**config.mk**
```make
export PLATFORM = sky130hd
export DESIGN_NAME = tsw_sequencer
export DESIGN_NICKNAME = d
export VERILOG_FILES = /design/src/pkg/tsw_pkg.sv /design/src/design/tsw_sequencer.sv /design/src/design/tsw_tick_div.sv /design/src/design/tsw_ubrk_match.sv
export SDC_FILE = /design/constraint.sdc
export NUM_CORES = 1
export LEC_CHECK = 0
export BUFFER_PORTS_ARGS = -buffer_cell sky130_fd_sc_hd__buf_2
export CAP_MARGIN = 10
export CELL_PAD_IN_SITES_DETAIL_PLACEMENT = 1
export CELL_PAD_IN_SITES_GLOBAL_PLACEMENT = 1
export CORE_MARGIN = 3
export CORE_UTILIZATION = 39
export CTS_CLUSTER_SIZE = 10
export DETAILED_ROUTE_END_ITERATION = 10
export PLACE_DENSITY_LB_ADDON = 0.1
export SLEW_MARGIN = 10
export SYNTH_ARGS = -nofsm -noshare
export SYNTH_HDL_FRONTEND = slang
export SYNTH_SLANG_ARGS = --single-unit
```
**constraint.sdc**
```tcl
create_clock -name clk -period 4.7 [get_ports clk]
set_input_delay 0 -clock clk [delete_from_list [all_inputs] [get_ports clk]]
set_output_delay 0 -clock clk [all_outputs]
set_load 0.01 [all_outputs]
```
**src/pkg/tsw_pkg.sv**
```systemverilog
// time-state wait sequencer: shared constants and types
// assumes a single 200 MHz clock and an APB register port
package tsw_pkg;
  // ****************************************
  // timing
  // ****************************************
  localparam int CLK_MHZ      = 200;
  localparam int BASE_OSC_MHZ = 20;
  localparam int BASE_DIV     = CLK_MHZ / BASE_OSC_MHZ;
  localparam int DIV_W        = 8;
  localparam logic [DIV_W-1:0] VAR_DIV_RST = 8'h14;
  localparam logic [DIV_W-1:0] VAR_DIV_MIN = 8'h02;
  // ****************************************
  // register map (byte addresses)
  // ****************************************
  localparam logic [11:0] CTRL_OFS   = 12'h000;
  localparam logic [11:0] VDIV_OFS   = 12'h004;
  localparam logic [11:0] UBRK_OFS   = 12'h008;
  localparam logic [11:0] STAT_OFS   = 12'h00C;
  localparam logic [11:0] ISTAT_OFS  = 12'h010;
  localparam logic [11:0] IEN_OFS    = 12'h014;
  localparam logic [11:0] ICLR_OFS   = 12'h018;
  localparam logic [11:0] CONTROL_ADDRESS_REG_OFS   = 12'h01C;
  // CTRL fields
  localparam int CTRL_MAINT  = 0;
  localparam int CTRL_VARCLK = 1;
  localparam int CTRL_HALTM  = 2;
  localparam int CTRL_SSTEP  = 3;
  localparam int CTRL_CONT   = 4;
  localparam logic [4:0] CTRL_RST = 5'h00;
  // interrupt event bits
  localparam int EV_WAIT = 0;
  localparam int EV_UBRK = 1;
  localparam int EV_ACK  = 2;
  localparam int EV_W    = 3;
  localparam int ADDR_W  = 9;
  localparam logic [ADDR_W-1:0] UBRK_RST = 9'h1FF;
  typedef struct packed {
    logic a;
    logic b;
    logic c;
    logic d;
  } tsw_states_t;
  typedef enum logic [2:0] {ST_A, ST_B, ST_C, ST_D, ST_WAIT} tsw_seq_t;
endpackage : tsw_pkg

```
**src/design/tsw_sequencer.sv**
```systemverilog
// time-state sequencer with wait hold, maintenance stop and microbreak
// assumes one 200 MHz clock, APB master, host handshake synchronous
// Summary of operation
// - sequencing derives from 20 MHz base tick
// - four time states, each with buffered copies
// - pause flag holds between b and c
// - resume enable restarts on next tick
// - manual continue clears maintenance hold flag
// - maint match or single step sets hold
// - strobes in second half of a, b, d
// - flag match of address and microbreak
// - maint microbreak traps to d, interrupts
// - match copy delayed one rom state
// - trap force suppresses address, enables trap
// - instruction load pulses instruction start clear
// - maintenance may select variable clock
// - wait status flag and wait indicator
// - ack wait holds, requests trap, ack releases
//
// The address map and the APB interface to the registers were left to the implementer.
module tsw_sequencer
  import tsw_pkg::*;
#(
  parameter int                 AW        = ADDR_W,
  parameter logic [ADDR_W-1:0]  TRAP_ADDR = 9'h004
) (
  input  wire logic          clk,            // 200 MHz clock
  input  wire logic          rst,            // sync reset, high
  input  wire logic          psel,           // apb select
  input  wire logic          penable,        // apb access phase
  input  wire logic          pwrite,         // apb direction
  input  wire logic [11:0]   paddr,          // apb byte address
  input  wire logic [31:0]   pwdata,         // apb write data
  output logic      [31:0]   prdata,         // apb read data
  output logic               pready,         // apb ready
  output logic               pslverr,        // apb error
  input  wire logic [AW-1:0] romNextAddr,    // next control address
  input  wire logic          romSync,        // rom sync command
  input  wire logic          minusZeroTrap,  // minus zero trap coming
  input  wire logic          awaitAck,       // await ack command
  input  wire logic          hostAck,        // host acknowledge
  input  wire logic          manualContinue, // maintenance continue
  input  wire logic          readyState,     // sequencer in ready
  input  wire logic          irLoad,         // instruction reg load
  output tsw_states_t        timeState,      // decoded time states
  output tsw_states_t        timeStateDupA,  // buffered copy a
  output tsw_states_t        timeStateDupB,  // buffered copy b
  output logic               firstStrobe,    // second half of a
  output logic               secondStrobe,   // second half of b
  output logic               fourthStrobe,   // second half of d
  output logic               waitLamp,       // wait indicator
  output logic               coprocTrapReq,  // trap request to host
  output logic               syncFlag,       // sync flag
  output logic               matchSync,      // delayed match
  output logic [AW-1:0]      romAddrOut,     // address or trap addr
  output logic               trapForceN,     // trap force, low
  output logic               instStartClr,   // instruction start pulse
  output logic               irq             // level interrupt
);
  // ****************************************
  // registers and internal state
  // ****************************************
  logic [4:0]       ctrlQ;
  logic [DIV_W-1:0] varDivQ;
  logic [AW-1:0]    ubrkQ;
  logic [AW-1:0]    crarQ;
  logic [EV_W-1:0]  istatQ, ienQ, evSet;
  tsw_seq_t         seqQ, seqD;
  logic             pauseQ, maintHoldQ, ubTrapQ, waitQ;
  logic             baseTick, baseMid, varTick, varMid, tick, mid;
  logic             match, matchDly, maint, wrEn, rdEn, mapped;
  logic             holdHit, trapHit, startEn;
  logic [DIV_W-1:0] varPeriod;

  assign maint = ctrlQ[CTRL_MAINT];
  assign wrEn  = psel && penable && pwrite;
  assign rdEn  = psel && !penable && !pwrite;

  // ****************************************
  // time base
  // ****************************************
  assign varPeriod = (varDivQ < VAR_DIV_MIN) ? VAR_DIV_MIN : varDivQ;

  tsw_tick_div #(.W(DIV_W)) uBaseDiv (
    .clk    (clk),
    .rst    (rst),
    .period (DIV_W'(BASE_DIV)),
    .tick   (baseTick),
    .mid    (baseMid)
  );

  tsw_tick_div #(.W(DIV_W)) uVarDiv (
    .clk    (clk),
    .rst    (rst),
    .period (varPeriod),
    .tick   (varTick),
    .mid    (varMid)
  );

  // variable clock only honoured in maintenance
  assign tick = (maint && ctrlQ[CTRL_VARCLK]) ? varTick : baseTick;
  assign mid  = (maint && ctrlQ[CTRL_VARCLK]) ? varMid : baseMid;

  tsw_ubrk_match #(.AW(AW)) uMatch (
    .clk      (clk),
    .rst      (rst),
    .addr     (crarQ),
    .brk      (ubrkQ),
    .romEnd   (tick && seqQ == ST_D),
    .match    (match),
    .matchDly (matchDly)
  );

  // ****************************************
  // sequencer
  // ****************************************
  assign holdHit = maint && (match && ctrlQ[CTRL_HALTM] || ctrlQ[CTRL_SSTEP]);
  assign trapHit = maint && !readyState && match && !ubTrapQ;
  assign startEn = !pauseQ && !maintHoldQ;

  always_comb begin
    seqD = seqQ;
    if (tick) begin
      if (trapHit && seqQ != ST_WAIT) begin
        seqD = ST_D;
      end else begin
        case (seqQ)
          ST_A:    seqD = ST_B;
          ST_B:    seqD = (pauseQ || maintHoldQ) ? ST_WAIT : ST_C;
          ST_C:    seqD = ST_D;
          ST_D:    seqD = ST_A;
          ST_WAIT: seqD = startEn ? ST_C : ST_WAIT;
          default: seqD = ST_A;
        endcase
      end
    end
  end

  always_ff @(posedge clk) begin
    if (rst) begin
      seqQ <= ST_A;
      waitQ <= 1'b0;
    end else begin
      seqQ <= seqD;
      waitQ <= (seqD == ST_WAIT);
    end
  end

  // outputs decoded from next state so they line up with seqQ
  always_ff @(posedge clk) begin
    if (rst) begin
      timeState <= '0;
      timeStateDupA <= '0;
      timeStateDupB <= '0;
      waitLamp <= 1'b0;
    end else begin
      timeState <= '{seqD == ST_A, seqD == ST_B, seqD == ST_C, seqD == ST_D};
      timeStateDupA <= '{seqD == ST_A, seqD == ST_B, seqD == ST_C, seqD == ST_D};
      timeStateDupB <= '{seqD == ST_A, seqD == ST_B, seqD == ST_C, seqD == ST_D};
      waitLamp <= (seqD == ST_WAIT);
    end
  end

  always_ff @(posedge clk) begin
    if (rst) begin
      firstStrobe <= 1'b0;
      secondStrobe <= 1'b0;
      fourthStrobe <= 1'b0;
    end else begin
      firstStrobe <= mid && seqQ == ST_A;
      secondStrobe <= mid && seqQ == ST_B;
      fourthStrobe <= mid && seqQ == ST_D;
    end
  end

  // ****************************************
  // hold flags
  // ****************************************
  // set wins over clear so a late command is never lost
  always_ff @(posedge clk) begin
    if (rst) begin
      pauseQ <= 1'b0;
    end else if (awaitAck) begin
      pauseQ <= 1'b1;
    end else if (hostAck) begin
      pauseQ <= 1'b0;
    end
  end

  always_ff @(posedge clk) begin
    if (rst) begin
      maintHoldQ <= 1'b0;
    end else if (mid && seqQ == ST_A && holdHit) begin
      maintHoldQ <= 1'b1;
    end else if (manualContinue || (wrEn && paddr == CTRL_OFS && pwdata[CTRL_CONT])) begin
      maintHoldQ <= 1'b0;
    end
  end

  always_ff @(posedge clk) begin
    if (rst) begin
      coprocTrapReq <= 1'b0;
    end else begin
      coprocTrapReq <= pauseQ && seqQ == ST_WAIT;
    end
  end

  // ****************************************
  // control address, microbreak trap
  // ****************************************
  always_ff @(posedge clk) begin
    if (rst) begin
      crarQ <= '0;
    end else if (tick && seqQ == ST_D) begin
      crarQ <= romNextAddr;
    end
  end

  always_ff @(posedge clk) begin
    if (rst) begin
      ubTrapQ <= 1'b0;
    end else if (tick && trapHit && seqQ != ST_WAIT) begin
      ubTrapQ <= 1'b1;
    end else if (tick && seqQ == ST_D) begin
      ubTrapQ <= 1'b0;
    end
  end

  always_ff @(posedge clk) begin
    if (rst) begin
      romAddrOut <= '0;
      trapForceN <= 1'b1;
      matchSync <= 1'b0;
    end else begin
      romAddrOut <= ubTrapQ ? TRAP_ADDR : crarQ;
      trapForceN <= !ubTrapQ;
      matchSync <= matchDly;
    end
  end

  // ****************************************
  // sync flag, instruction start
  // ****************************************
  always_ff @(posedge clk) begin
    if (rst) begin
      syncFlag <= 1'b0;
    end else if (seqQ == ST_B && (romSync || minusZeroTrap)) begin
      syncFlag <= 1'b1;
    end else if (irLoad || hostAck) begin
      syncFlag <= 1'b0;
    end
  end

  always_ff @(posedge clk) begin
    if (rst) begin
      instStartClr <= 1'b0;
    end else begin
      instStartClr <= irLoad;
    end
  end

  // ****************************************
  // interrupts
  // ****************************************
  always_comb begin
    evSet = '0;
    evSet[EV_WAIT] = (seqD == ST_WAIT) && (seqQ != ST_WAIT);
    evSet[EV_UBRK] = tick && trapHit && seqQ != ST_WAIT;
    evSet[EV_ACK]  = awaitAck && !pauseQ;
  end

  always_ff @(posedge clk) begin
    if (rst) begin
      istatQ <= '0;
    end else begin
      istatQ <= evSet | (istatQ & ~((wrEn && paddr == ICLR_OFS) ? pwdata[EV_W-1:0] : '0));
    end
  end

  always_ff @(posedge clk) begin
    if (rst) begin
      irq <= 1'b0;
    end else begin
      irq <= |(istatQ & ienQ);
    end
  end

  // ****************************************
  // apb slave: zero wait states
  // ****************************************
  always_ff @(posedge clk) begin
    if (rst) begin
      ctrlQ <= CTRL_RST;
      varDivQ <= VAR_DIV_RST;
      ubrkQ <= UBRK_RST;
      ienQ <= '0;
    end else if (wrEn) begin
      case (paddr)
        CTRL_OFS: ctrlQ <= {1'b0, pwdata[3:0]};
        VDIV_OFS: varDivQ <= pwdata[DIV_W-1:0];
        UBRK_OFS: ubrkQ <= pwdata[AW-1:0];
        IEN_OFS:  ienQ <= pwdata[EV_W-1:0];
        default:  ;
      endcase
    end
  end

  always_comb begin
    case (paddr)
      CTRL_OFS, VDIV_OFS, UBRK_OFS, STAT_OFS,
      ISTAT_OFS, IEN_OFS, ICLR_OFS, CONTROL_ADDRESS_REG_OFS: mapped = 1'b1;
      default: mapped = 1'b0;
    endcase
  end

  always_ff @(posedge clk) begin
    if (rst) begin
      prdata <= '0;
      pready <= 1'b0;
      pslverr <= 1'b0;
    end else begin
      pready <= psel && !penable;
      pslverr <= psel && !penable && !mapped;
      if (rdEn) begin
        case (paddr)
          CTRL_OFS:  prdata <= 32'(ctrlQ);
          VDIV_OFS:  prdata <= 32'(varDivQ);
          UBRK_OFS:  prdata <= 32'(ubrkQ);
          STAT_OFS:  prdata <= 32'({matchDly, match, maintHoldQ, pauseQ, waitQ,
                                    timeState});
          ISTAT_OFS: prdata <= 32'(istatQ);
          IEN_OFS:   prdata <= 32'(ienQ);
          CONTROL_ADDRESS_REG_OFS:  prdata <= 32'(crarQ);
          default:   prdata <= 32'h00000000;
        endcase
      end
    end
  end
endmodule : tsw_sequencer

```
**src/design/tsw_tick_div.sv**
```systemverilog
// clock divider: one-cycle end-of-period tick and mid-period pulse
// assumes period >= 2; period change takes effect in the current period
module tsw_tick_div
  import tsw_pkg::*;
#(
  parameter int W = DIV_W
) (
  input  wire logic         clk,    // system clock
  input  wire logic         rst,    // sync reset
  input  wire logic [W-1:0] period, // cycles per tick
  output logic              tick,   // last cycle of period
  output logic              mid     // cycle before second half
);
  logic [W-1:0] cntQ;

  always_ff @(posedge clk) begin
    if (rst || cntQ >= period - W'(1)) begin
      cntQ <= '0;
    end else begin
      cntQ <= cntQ + W'(1);
    end
  end

  assign tick = !rst && (cntQ == period - W'(1));
  // one early so a registered strobe still lands inside the state, even at period 2
  assign mid  = !rst && (cntQ == (period >> 1) - W'(1));
endmodule : tsw_tick_div

```
**src/design/tsw_ubrk_match.sv**
```systemverilog
// microbreak comparator with a one-rom-state delayed copy
// assumes romEnd pulses once per control rom cycle
module tsw_ubrk_match
  import tsw_pkg::*;
#(
  parameter int AW = ADDR_W
) (
  input  wire logic          clk,     // system clock
  input  wire logic          rst,     // sync reset
  input  wire logic [AW-1:0] addr,    // control address register
  input  wire logic [AW-1:0] brk,     // microbreak address
  input  wire logic          romEnd,  // end of a rom state
  output logic               match,   // registered compare
  output logic               matchDly // match one rom state later
);
  always_ff @(posedge clk) begin
    if (rst) begin
      match <= 1'b0;
    end else begin
      match <= (addr == brk);
    end
  end

  always_ff @(posedge clk) begin
    if (rst) begin
      matchDly <= 1'b0;
    end else if (romEnd) begin
      matchDly <= match;
    end
  end
endmodule : tsw_ubrk_match

```
Word-level counts from Yosys, hierarchy flattened
Memory sizes are Yosys's and may differ from the RTL's. Cells that the tools add are included.

$add $sub $neg: 4. Magnitude comparators: 3. Eq/ne operators: 21. Mux-type cells: 20. Bitwise operators: 4. Reductions and logical operators: 60.

Operators with widths (number): 9-bit case mux with 7 select lines (1); 12-bit by 5-bit equality test with 1-bit output, second input constant (4); 1-bit logical AND (31); 12-bit by 4-bit equality test with 1-bit output, second input constant (2); 3-bit two-way mux (6); 8-bit by 1-bit adder with 8-bit output, second input constant (2); 8-bit equality test (2); 12-bit by 3-bit equality test with 1-bit output, second input constant (1); 3-bit by 2-bit equality test with 1-bit output, second input constant (4); 12-bit logical NOT (1); 3-bit case mux with 4 select lines (1); 1-bit two-way mux (11); 9-bit equality test (1); 8-bit by 3-bit equality test with 1-bit output, second input constant (1); 8-bit by 4-bit equality test with 1-bit output, second input constant (1); 8-bit by 4-bit greater-or-equal comparator with 1-bit output, second input constant (1); 8-bit greater-or-equal comparator (1); 1-bit logical NOT (8); 8-bit by 2-bit < comparator with 1-bit output, second input constant (1); 8-bit two-way mux (1); 2-bit AND reduction (4); 2-bit nonzero test (4); 7-bit by 1-bit subtractor with 8-bit output, second input constant (1); 8-bit by 1-bit subtractor with 8-bit output, second input constant (1); other kinds (11) (21).

Register bits after elaboration: 117. Bits in read-only memories: 32. Input bits: 65. Output and inout bits: 65. Logic and storage cells: 146. Memories: 1.

Memories: (no name shown) (words 32, bits a word 1, read ports 1, clocked after memory_dff 0, wr ports 0, RTL line tsw_sequencer.sv:309) `case (paddr)`.

Logic depth before layout (Yosys ltp)
Gate-level depths: netlist of run 1.

Depth after elaboration: 10. Mapped depth: 16. Depth with buffers taken out: 14.

By module
From an unflattened synthesis of run 1, not the netlist that was laid out.

Cell total of the unflattened synthesis: 575. Area total of the unflattened synthesis: 5255.0 um^2.

By module, submodules not included: tsw_sequencer (instances 1, cells each 375, area an instance 3484.6 um^2, sequential area each 1521.5 um^2); tsw_tick_div at uVarDiv (instances 1, cells each 92, area an instance 812.0 um^2, sequential area each 160.2 um^2); tsw_tick_div at uBaseDiv (instances 1, cells each 92, area an instance 800.8 um^2, sequential area each 160.2 um^2); tsw_ubrk_match (instances 1, cells each 16, area an instance 157.7 um^2, sequential area each 40.0 um^2).

Worst setup path after synthesis of run 1
No wires, ideal clock.

Kind: register to register. From: register varDivQ[5]. To: register crarQ[8]. Setup time: 128 ps. Arrival time: 3408 ps. Path slack: 1165 ps. Cell stages (with the launch flop): 17. Buffers on the path: 2. Period minus slack after synthesis: 3535 ps. Cell sequence: dfxtp_1 -> clkbuf_1 -> nor2_1 -> a31oi_1 -> ha_1 -> nor3b_1 -> nor3b_1 -> nand2_1 -> xor2_1 -> ha_1 -> nand4_1 -> nor4_1 -> nor2_1 -> nor2_2 -> buf_6 -> mux2i_1 -> nor2_1.

Longest elaborated chain between the ends: 7.

Ends and longest elaborated chain: start, declared (RTL line tsw_sequencer.sv:64) `logic [DIV_W-1:0] varDivQ;`; start signal, assigned (RTL line tsw_sequencer.sv:300) `VDIV_OFS: varDivQ <= pwdata[DIV_W-1:0];`; 8-bit by 2-bit < comparator with 1-bit output (RTL line tsw_sequencer.sv:82) `assign varPeriod = (varDivQ < VAR_DIV_MIN) ? VAR_DIV_MIN : varDivQ;`; 8-bit two-way mux * (RTL line tsw_sequencer.sv:82); 8-bit by 1-bit subtractor with 8-bit output * (RTL line tsw_tick_div.sv:24) `assign tick = !rst && (cntQ == period - W'(1));`; 8-bit equality test * (RTL line tsw_tick_div.sv:24); 1-bit logical AND * (RTL line tsw_tick_div.sv:24); 1-bit two-way mux * (RTL line tsw_sequencer.sv:101) `assign tick = (maint && ctrlQ[CTRL_VARCLK]) ? varTick : baseTick;`; 1-bit logical AND * (RTL line tsw_sequencer.sv:214) `end else if (tick && seqQ == ST_D) begin`; end signal, assigned (RTL line tsw_sequencer.sv:215) `crarQ <= romNextAddr;`; end, declared (RTL line tsw_sequencer.sv:66) `logic [AW-1:0] crarQ;`.

Mark *: on every way between the ends. The rest lies on a longest branch, timed or not. A chain may end at the register's enable or synchronous reset.

Worst setup path in the final report of run 1
From: register varDivQ[7]. To: register timeStateDupB[2] in the netlist's numbering.

Longest elaborated chain between the ends: 8.

Ends and longest elaborated chain: 8-bit by 2-bit < comparator with 1-bit output (RTL line tsw_sequencer.sv:82); 8-bit two-way mux * (RTL line tsw_sequencer.sv:82); 8-bit by 1-bit subtractor with 8-bit output * (RTL line tsw_tick_div.sv:24); 8-bit equality test * (RTL line tsw_tick_div.sv:24); 1-bit logical AND * (RTL line tsw_tick_div.sv:24); 1-bit two-way mux * (RTL line tsw_sequencer.sv:101); 3-bit two-way mux * (RTL line tsw_sequencer.sv:123) `if (tick) begin`; 3-bit by 1-bit equality test with 1-bit output * (RTL line tsw_sequencer.sv:159) `timeStateDupB <= '{seqD == ST_A, seqD == ST_B, seqD == ST_C, seqD == ST_D};`; end signal, assigned (RTL line tsw_sequencer.sv:159); end, declared (RTL line tsw_sequencer.sv:47) `output tsw_states_t timeStateDupB,`.

Marked as above.

==> summary.log, run 1 <==
qor: clock_tree.tritoncts_clock_tree built
qor: drt.finalWirelength 13330 um
qor: layout.finalNetCount 705
qor: layout.area.growth.synth_to_final 18.65%
qor: placed_design.place.detailed.hpwl 9840 um
qor: worst_hold_path.hold-path-endpoint pslverr
qor: critical_path.start_kind flip-flop
qor: layout.instances_no_fill 773
qor: logic_synthesis.synth.ff_latch_count 94
qor: drt.first_iter_violations 149
qor: placed_design.placed_cells_incl_taps 730
qor: logic_synthesis.synth_seq_area_share 39.52%
qor: sta.period_minus_slack 4.110 ns
qor: logic_synthesis.synth.avg_cell_area 9.002 um2
qor: critical_path.flop2flop_setup_slack 0.59 ns
qor: power.power_leakage 0.002437 uW
qor: worst_hold_path.timing.hold.worst_path_depth 3
qor: worst_hold_path.hp-class primary input to flip-flop
qor: die.design.die.area 13570 um2
qor: global_route.via_count_of_the_first_global_routing_pass 4084
qor: logic_synthesis.post_syn_area 4762 um2
qor: placed_design.port_buffers 83
qor: critical_path.path_type_of_the_worst_setup_path flip-flop to flip-flop
qor: sta.timing.clock.skew 0.007824 ns
qor: power.vdd_drop_max 0.2273 mV
qor: critical_path.cp.required 4.93 ns
qor: global_route.grt_start_max_net_pins 53
qor: logic_synthesis.top_post_synthesis_cells_by_area dfxtp_1, nor2_1, mux2i_1
qor: drt.first_pass_iters 4
qor: logic_synthesis.netlist_top_cells_count dfxtp_1, nor2_1, buf_4, mux2i_1, nand2_1
qor: critical_path.r2r_start varDivQ[7]
qor: die.floorplan.initialDensity 40.83%
qor: drt.detailroute.via_count 4005
qor: global_route.antenna_violations_before_repair 0
qor: clock_tree.cts-buffers-inserted 9
qor: critical_path.reg2reg_to timeStateDupB[2]
qor: run.max_cap_viols 0
qor: critical_path.worstSetupEndpointType flip-flop
qor: sta.relSlewSlack 44.47%
qor: drt.drc 0
qor: die.chipHeight 116.5 um
qor: die.core.rowCount 39
qor: clock_tree.clkTransAtPathRegs 0.06 ns
qor: sta.max_clock_freq 243.3 MHz
qor: critical_path.critical_path_arrival 4.34 ns
qor: drt.drt.antenna.violating_nets 0
qor: clock_tree.insertion_delay 0.35 ns
qor: sta.unrepaired_setup_endpoints_after_global_routing false
qor: clock_tree.cts_num_sinks 94
qor: worst_hold_path.hold_start paddr[10]
qor: outcome.outcome complete, no violations
qor: clock_tree.ctsHtreeMaxLevel 3
qor: logic_synthesis.synth_flop_cell dfxtp_1
qor: layout.antenna_cells 0
qor: critical_path.critical_path.max_fanout 7
qor: logic_synthesis.synth-warning-count 0
qor: placed_design.routabilityCongestion 0.8633
qor: sta.timing_worst_slew_pin_value 0.8218 ns
qor: logic_synthesis.post_synth_num_cell_types 59
qor: logic_synthesis.yosysTopAreaCell dfxtp_1
qor: logic_synthesis.post-synth-top-count-cell dfxtp_1
qor: logic_synthesis.async_flop_share 0%
qor: clock_tree.cts.path.max_buffers 2
qor: sta.finalCritPeriodShare 87.45%
qor: logic_synthesis.synth_edf_count 0
qor: global_route.globalRoute.totalOverflow 0
qor: layout.drive_above_1_share 18.89%
qor: die.die_width 116.5 um
qor: critical_path.r2r.worst_path.cells 14
qor: drt.viasPerCell 5.181
qor: global_route.grt_first_pass_wirelength 21340 um
qor: clock_tree.root_buffer clkbuf_16
qor: drt.routed_wl_per_cell 17.24 um
qor: die.design.portCount 130
qor: logic_synthesis.synthesis.instances 529
qor: die.placeableCoreArea 11660 um2
qor: layout.filler_cell_count 1410
qor: layout.final_core_util 48.45%
qor: logic_synthesis.synth.top_cell.area_share 39.52%
qor: sta.setup_viol 0
qor: clock_tree.post-cts-setup-buffer-count 0
qor: sta.setup_tns 0 ns
qor: power.power_density 292.1 nW/um2
qor: sta.hold_viol 0
qor: sta.slew_viol_final 0
qor: global_route.gr-usage-all-layers 20.55%
-- timing repair --
action / CTS / global route
hold buffers: 27 / 0
setup endpoints to repair: 0 / 5
gates resized for setup: 0 / 1
hold endpoints to repair: 33 / 0
-- critical path: stages, from the launching register on --
cell      delay (ns)
dfxtp_1         0.46
nor2_1          0.15
a31oi_1         0.33
ha_1            0.32
nor3b_1         0.34
nor3b_1         0.35
nand2_1         0.11
xor2_1          0.16
ha_1            0.30
nand4_1         0.16
nor2_1          0.07
a32oi_1         0.56
nor2_1          0.13
a221oi_1        0.46
nor2_1          0.09
-- sequential cells by signal (all words and copies together) (netlist names), 8 cells and up --
name	count
crarQ	9
prdata	9
romAddrOut	9
ubrkQ	9
uBaseDiv.cntQ	8
uVarDiv.cntQ	8
varDivQ	8
-- final cells by class --
class | instances | area (um2) | area share, %
tap | 143 | 178.9 | 3.167
multi-input combinational | 387 | 2511 | 44.44
inverter | 17 | 63.81 | 1.129
clock inverter | 4 | 47.55 | 0.8415
timing repair buffer | 116 | 730.7 | 12.93
sequential | 94 | 1882 | 33.30
clock buffer | 12 | 236.5 | 4.185
-- power breakdown --
group          internal (uW)  leakage, uW  switching, uW
Sequential               803     0.000761           8.04
Combinational           49.6      0.00154           68.7
Clock                    411     0.000137            309
-- worst max path at each step --
stage | slack (ns) | start | endpoint
final | 0.59 | varDivQ[7] | timeStateDupB[2]
after global routing | 0.14 | varDivQ[7] | crarQ[6]
after CTS | 0.40 | varDivQ[7] | crarQ[7]
after detailed placement | 0.42 | varDivQ[2] | crarQ[2]
after global placement | 0.59 | varDivQ[7] | crarQ[5]
after floorplan | 1.16 | varDivQ[5] | crarQ[8]
-- per-layer routing --
| layer | vias up | wire length, um | GRT usage, % |
|---|---|---|---|
| li1 | 1959 | - | - |
| met1 | 1948 | 6115 | 26.63 |
| met2 | 85 | 6534 | 34.10 |
| met3 | 13 | 524 | 5.544 |
| met4 | 0 | 154 | 5.027 |
| met5 | - | 0 | 0 |
-- cell families (layout without fill, tap and decap cells) --
| family | after synthesis | count (layout) | share of synthesized area, % |
|---|---|---|---|
| and+or+nand+nor | 196 | 196 | 20.70 |
| DFF | 94 | 94 | 39.52 |
| AOI/OAI and AO/OA | 81 | 81 | 11.46 |
| buffers and inverters | 74 | 149 | 9.932 |
| muxes | 38 | 38 | 8.854 |
| xor gates and xnor gates | 30 | 30 | 5.518 |
| adders and majority gates | 15 | 15 | 3.941 |
| other | 1 | 27 | 0.07875 |
-- metrics by stage --
stage	power (uW)	setup slack [ns]	hold slack [ns]	cell area, um2
finish	1650	0.5896	0.02890	5650
global route	1727	0.1440	0.06381	5650
CTS	1667	0.3993	0.04697	5644
detailed placement	929.9	0.4221	0.2331	5090
global placement	926.6	0.5911	0.2288	5090
floorplan	905.6	1.165	0.1174	4860
-- layout by cell type, fill, tap and decap left out, drive strengths merged, types with 6 or more instances in the layout --
cell | synthesis | layout
nand2 | 29 | 29
a22oi | 10 | 10
inv | 17 | 17
mux2i | 32 | 32
a21oi | 13 | 13
a211o | 8 | 8
conb | 1 | 27
dlygate4sd3 | 0 | 27
ha | 15 | 15
o21ai | 22 | 22
xor2 | 14 | 14
buf | 40 | 89
nand3 | 18 | 18
clkbuf | 17 | 12
xnor2 | 16 | 16
nor3 | 6 | 6
and2 | 10 | 10
dfxtp | 94 | 94
nand4 | 6 | 6
nor2 | 87 | 87
nor2b | 6 | 6
Power figures use the tool's default switching activity.
==> run 2, diff against run 1 <==
--- a/config.mk
+++ b/config.mk
@@ -5,7 +5,7 @@
 export SDC_FILE = /design/constraint.sdc
 export NUM_CORES = 1
 export LEC_CHECK = 0
-export BUFFER_PORTS_ARGS = -buffer_cell sky130_fd_sc_hd__buf_2
+export BUFFER_PORTS_ARGS = -buffer_cell sky130_fd_sc_hd__clkbuf_2
 export CAP_MARGIN = 10
 export CELL_PAD_IN_SITES_DETAIL_PLACEMENT = 1
 export CELL_PAD_IN_SITES_GLOBAL_PLACEMENT = 1
@@ -13,6 +13,7 @@
 export CORE_UTILIZATION = 39
 export CTS_CLUSTER_SIZE = 10
 export DETAILED_ROUTE_END_ITERATION = 10
+export GPL_TIMING_DRIVEN = 0
 export PLACE_DENSITY_LB_ADDON = 0.1
 export SLEW_MARGIN = 10
 export SYNTH_ARGS = -nofsm -noshare
==> run 2 against run 1 <==
Compared with the run above:
- sequential power about the same
- wire length up 5.0%
- cell count up 5.8%
- die area unchanged
- design area up 6.4%
- first-iteration DRC count up 63%
- global-route usage up 1.1 points
- register-to-register slack worse by 0.17 ns
==> summary.log, run 2 (synthesis results as in run 1) <==
qor: sta.setup_viol 0 [unchanged]
qor: layout.layout.cells.most_common dfxtp_1 [unchanged]
qor: critical_path.worstSetupEndpointType flip-flop [unchanged]
qor: worst_hold_path.timing.hold.worst_path_depth 3 [unchanged]
qor: critical_path.flop2flop_setup_slack 0.42 ns [was 0.59 ns]
qor: global_route.grt_start_max_net_pins 17 [was 53]
qor: clock_tree.cts.path.max_buffers 2 [unchanged]
qor: worst_hold_path.hold-path-endpoint pslverr [unchanged]
qor: sta.slew_viol_final 0 [unchanged]
qor: placed_design.placed_cells_incl_taps 780 [was 730]
qor: critical_path.slowest_stage dfxtp_1 [was a32oi_1]
qor: drt.finalWirelength 14000 um [was 13330 um]
qor: critical_path.path_type_of_the_worst_setup_path flip-flop to flip-flop [unchanged]
qor: global_route.globalRoute.totalOverflow 0 [unchanged]
qor: die.design.die.area 13570 um2 [unchanged]
qor: layout.antenna_cells 0 [unchanged]
qor: worst_hold_path.hp-class primary input to flip-flop [unchanged]
qor: clock_tree.tritoncts_clock_tree built [unchanged]
qor: critical_path.critical_path.cell_chain nor3_1 > a31oi_1 > ha_1 > nor3b_1 > nor3b_2 > nand2_1 > xor2_1 > ha_1 > nand4_1 > nor4_2 > nor2_1 > nor2_2 > buf_6 > mux2i_1 > nor2_1 [was nor2_1 > a31oi_1 > ha_1 > nor3b_1 > nor3b_1 > nand2_1 > xor2_1 > ha_1 > nand4_1 > nor2_1 > a32oi_1 > nor2_1 > a221oi_1 > nor2_1]
qor: placed_design.routabilityCongestion 0.8758 [was 0.8633]
qor: global_route.gr-usage-all-layers 21.66% [was 20.55%]
qor: drt.detailroute.via_count 4147 [was 4005]
qor: layout.final_cell_mix dfxtp_1, nor2_1, clkbuf_2 [was dfxtp_1, nor2_1, buf_2]
qor: outcome.outcome complete, no violations [unchanged]
qor: worst_hold_path.hold_start paddr[10] [unchanged]
qor: drt.routed_wl_per_cell 17.11 um [was 17.24 um]
qor: power.finalPower 1714 uW [was 1650 uW]
qor: sta.fin_worst_hold_slack 0.007129 ns [was 0.02890 ns]
qor: global_route.via_count_of_the_first_global_routing_pass 4362 [was 4084]
qor: layout.layout.cell_area.non_filler 6013 um2 [was 5650 um2]
qor: power.power_density 285.0 nW/um2 [was 292.1 nW/um2]
qor: critical_path.critical_path_buf_inv_count 1 [was 0]
qor: clock_tree.cts-buffers-inserted 9 [unchanged]
qor: sta.unrepaired_setup_endpoints_after_global_routing false [unchanged]
qor: critical_path.critical_path_arrival 4.50 ns [was 4.34 ns]
qor: critical_path.critical_path.max_fanout 10 [was 7]
qor: power.vdd_drop_max 0.2265 mV [was 0.2273 mV]
qor: drt.first_iter_violations 243 [was 149]
qor: global_route.antenna_violations_before_repair 0 [unchanged]
qor: critical_path.critical_path.max_stage_delay 0.52 ns [was 0.56 ns]
qor: critical_path.start_kind flip-flop [unchanged]
qor: layout.drive_above_1_share 23.26% [was 18.89%]
qor: clock_tree.post-cts-setup-buffer-count 0 [unchanged]
qor: layout.area.growth.synth_to_final 26.27% [was 18.65%]
qor: clock_tree.clkTransAtPathRegs 0.07 ns [was 0.06 ns]
qor: run.max_cap_viols 0 [unchanged]
qor: critical_path.cp.required 4.92 ns [was 4.93 ns]
qor: clock_tree.insertion_delay 0.36 ns [was 0.35 ns]
qor: placed_design.place_area 5449 um2 [was 5090 um2]
qor: placed_design.port_buffers 82 [was 83]
qor: clock_tree.root_buffer clkbuf_16 [unchanged]
qor: clock_tree.ctsHtreeMaxLevel 3 [unchanged]
qor: drt.first_pass_iters 4 [unchanged]
qor: clock_tree.cts_num_sinks 94 [unchanged]
qor: sta.timing.clock.skew 0.008354 ns [was 0.007824 ns]
qor: critical_path.r2r_start varDivQ[3] [was varDivQ[7]]
qor: sta.setup_tns 0 ns [unchanged]
qor: sta.timing_worst_slew_pin_value 0.8186 ns [was 0.8218 ns]
qor: global_route.grt_first_pass_wirelength 22490 um [was 21340 um]
qor: sta.period_minus_slack 4.282 ns [was 4.110 ns]
qor: die.design.portCount 130 [unchanged]
qor: drt.drt.antenna.violating_nets 0 [unchanged]
qor: die.core.rowCount 39 [unchanged]
qor: die.chipHeight 116.5 um [unchanged]
qor: die.die_width 116.5 um [unchanged]
qor: sta.relSlewSlack 44.68% [was 44.47%]
qor: drt.viasPerCell 5.070 [was 5.181]
qor: power.power_leakage 0.002640 uW [was 0.002437 uW]
qor: critical_path.r2r.worst_path.cells 15 [was 14]
qor: critical_path.reg2reg_to crarQ[5] [was timeStateDupB[2]]
qor: drt.drc 0 [unchanged]
qor: critical_path.path_delay_family simple AND/OR/NAND/NOR gates [unchanged]
qor: layout.finalNetCount 750 [was 705]
qor: die.placeableCoreArea 11660 um2 [unchanged]
qor: sta.finalCritPeriodShare 91.10% [was 87.45%]
qor: die.floorplan.initialDensity 40.83% [unchanged]
qor: layout.instances_no_fill 818 [was 773]
qor: sta.hold_viol 0 [unchanged]
qor: sta.max_clock_freq 233.5 MHz [was 243.3 MHz]
qor: placed_design.place.detailed.hpwl 10810 um [was 9840 um]
qor: layout.filler_cell_count 1392 [was 1410]
==> run 2: changes by cell type in the layout (fill, tap and decap cells not counted), sizes merged <==
cell,previous run,this run
buf,89,40
clkbuf,12,105
clkinv,2,3
clkinvlp,1,0
dlygate4sd3,27,26
inv,17,19
==> run 2: layer usage <==
layer	part of all wire (%)	wire, um	global-route usage [%]	vias to the layer above
li1	-	-	-	2051
met1	46	6460	28.51	1975
met2	48	6681	35.85	106
met3	4.8	667	4.093	15
met4	1.3	187	7.038	0
met5	0	0	0	-
==> run 2: what timing repair did <==
item,4_1_cts,5_1_grt
resized for setup,1,1
hold buffers,26,0
endpoints found under the setup margin,3,12
hold endpoints to repair,31,0
==> run 2: worst min-delay path, stage by stage <==
cell and delay (ns):
clkbuf_2 0.11, nor4_4 0.05, nor3_1 0.15
==> run 2: worst max-delay path by stage <==
| stage | startpoint | end | depth (start not counted) |
|---|---|---|---|
| after floorplan | varDivQ[5] | crarQ[8] | 16 |
| after global placement | varDivQ[3] | crarQ[8] | 16 |
| after detailed placement | varDivQ[3] | crarQ[5] | 16 |
| after CTS | varDivQ[3] | crarQ[5] | 16 |
| after global routing | varDivQ[3] | crarQ[5] | 15 |
| final | varDivQ[3] | crarQ[5] | 15 |
==> run 2: cell type report <==
| type | instances | area, um2 | area share, % |
|---|---|---|---|
| buffer | 53 | 394.1 | 6.554 |
| clock buffer | 10 | 239.0 | 3.974 |
| clock inverter | 6 | 68.82 | 1.144 |
| inverter | 17 | 63.81 | 1.061 |
| multi-input combinational | 387 | 2516 | 41.84 |
| sequential | 94 | 1882 | 31.29 |
| tap | 143 | 178.9 | 2.975 |
| timing repair buffer | 108 | 670.6 | 11.15 |
==> run 2: per-stage QoR <==
step                setup slack [ns]  util [%]
CTS                          0.07766     51.65
global route                0.009059     51.56
floorplan                      1.165         -
finish                        0.4182     51.56
global placement              0.2653     46.72
detailed placement           0.08916     46.72
==> run 2: power breakdown <==
part / internal [uW] / switching, uW
logic: 68.1 / 76.7
registers: 803 / 6.56
clock network: 432 / 328
total: 1300 / 411
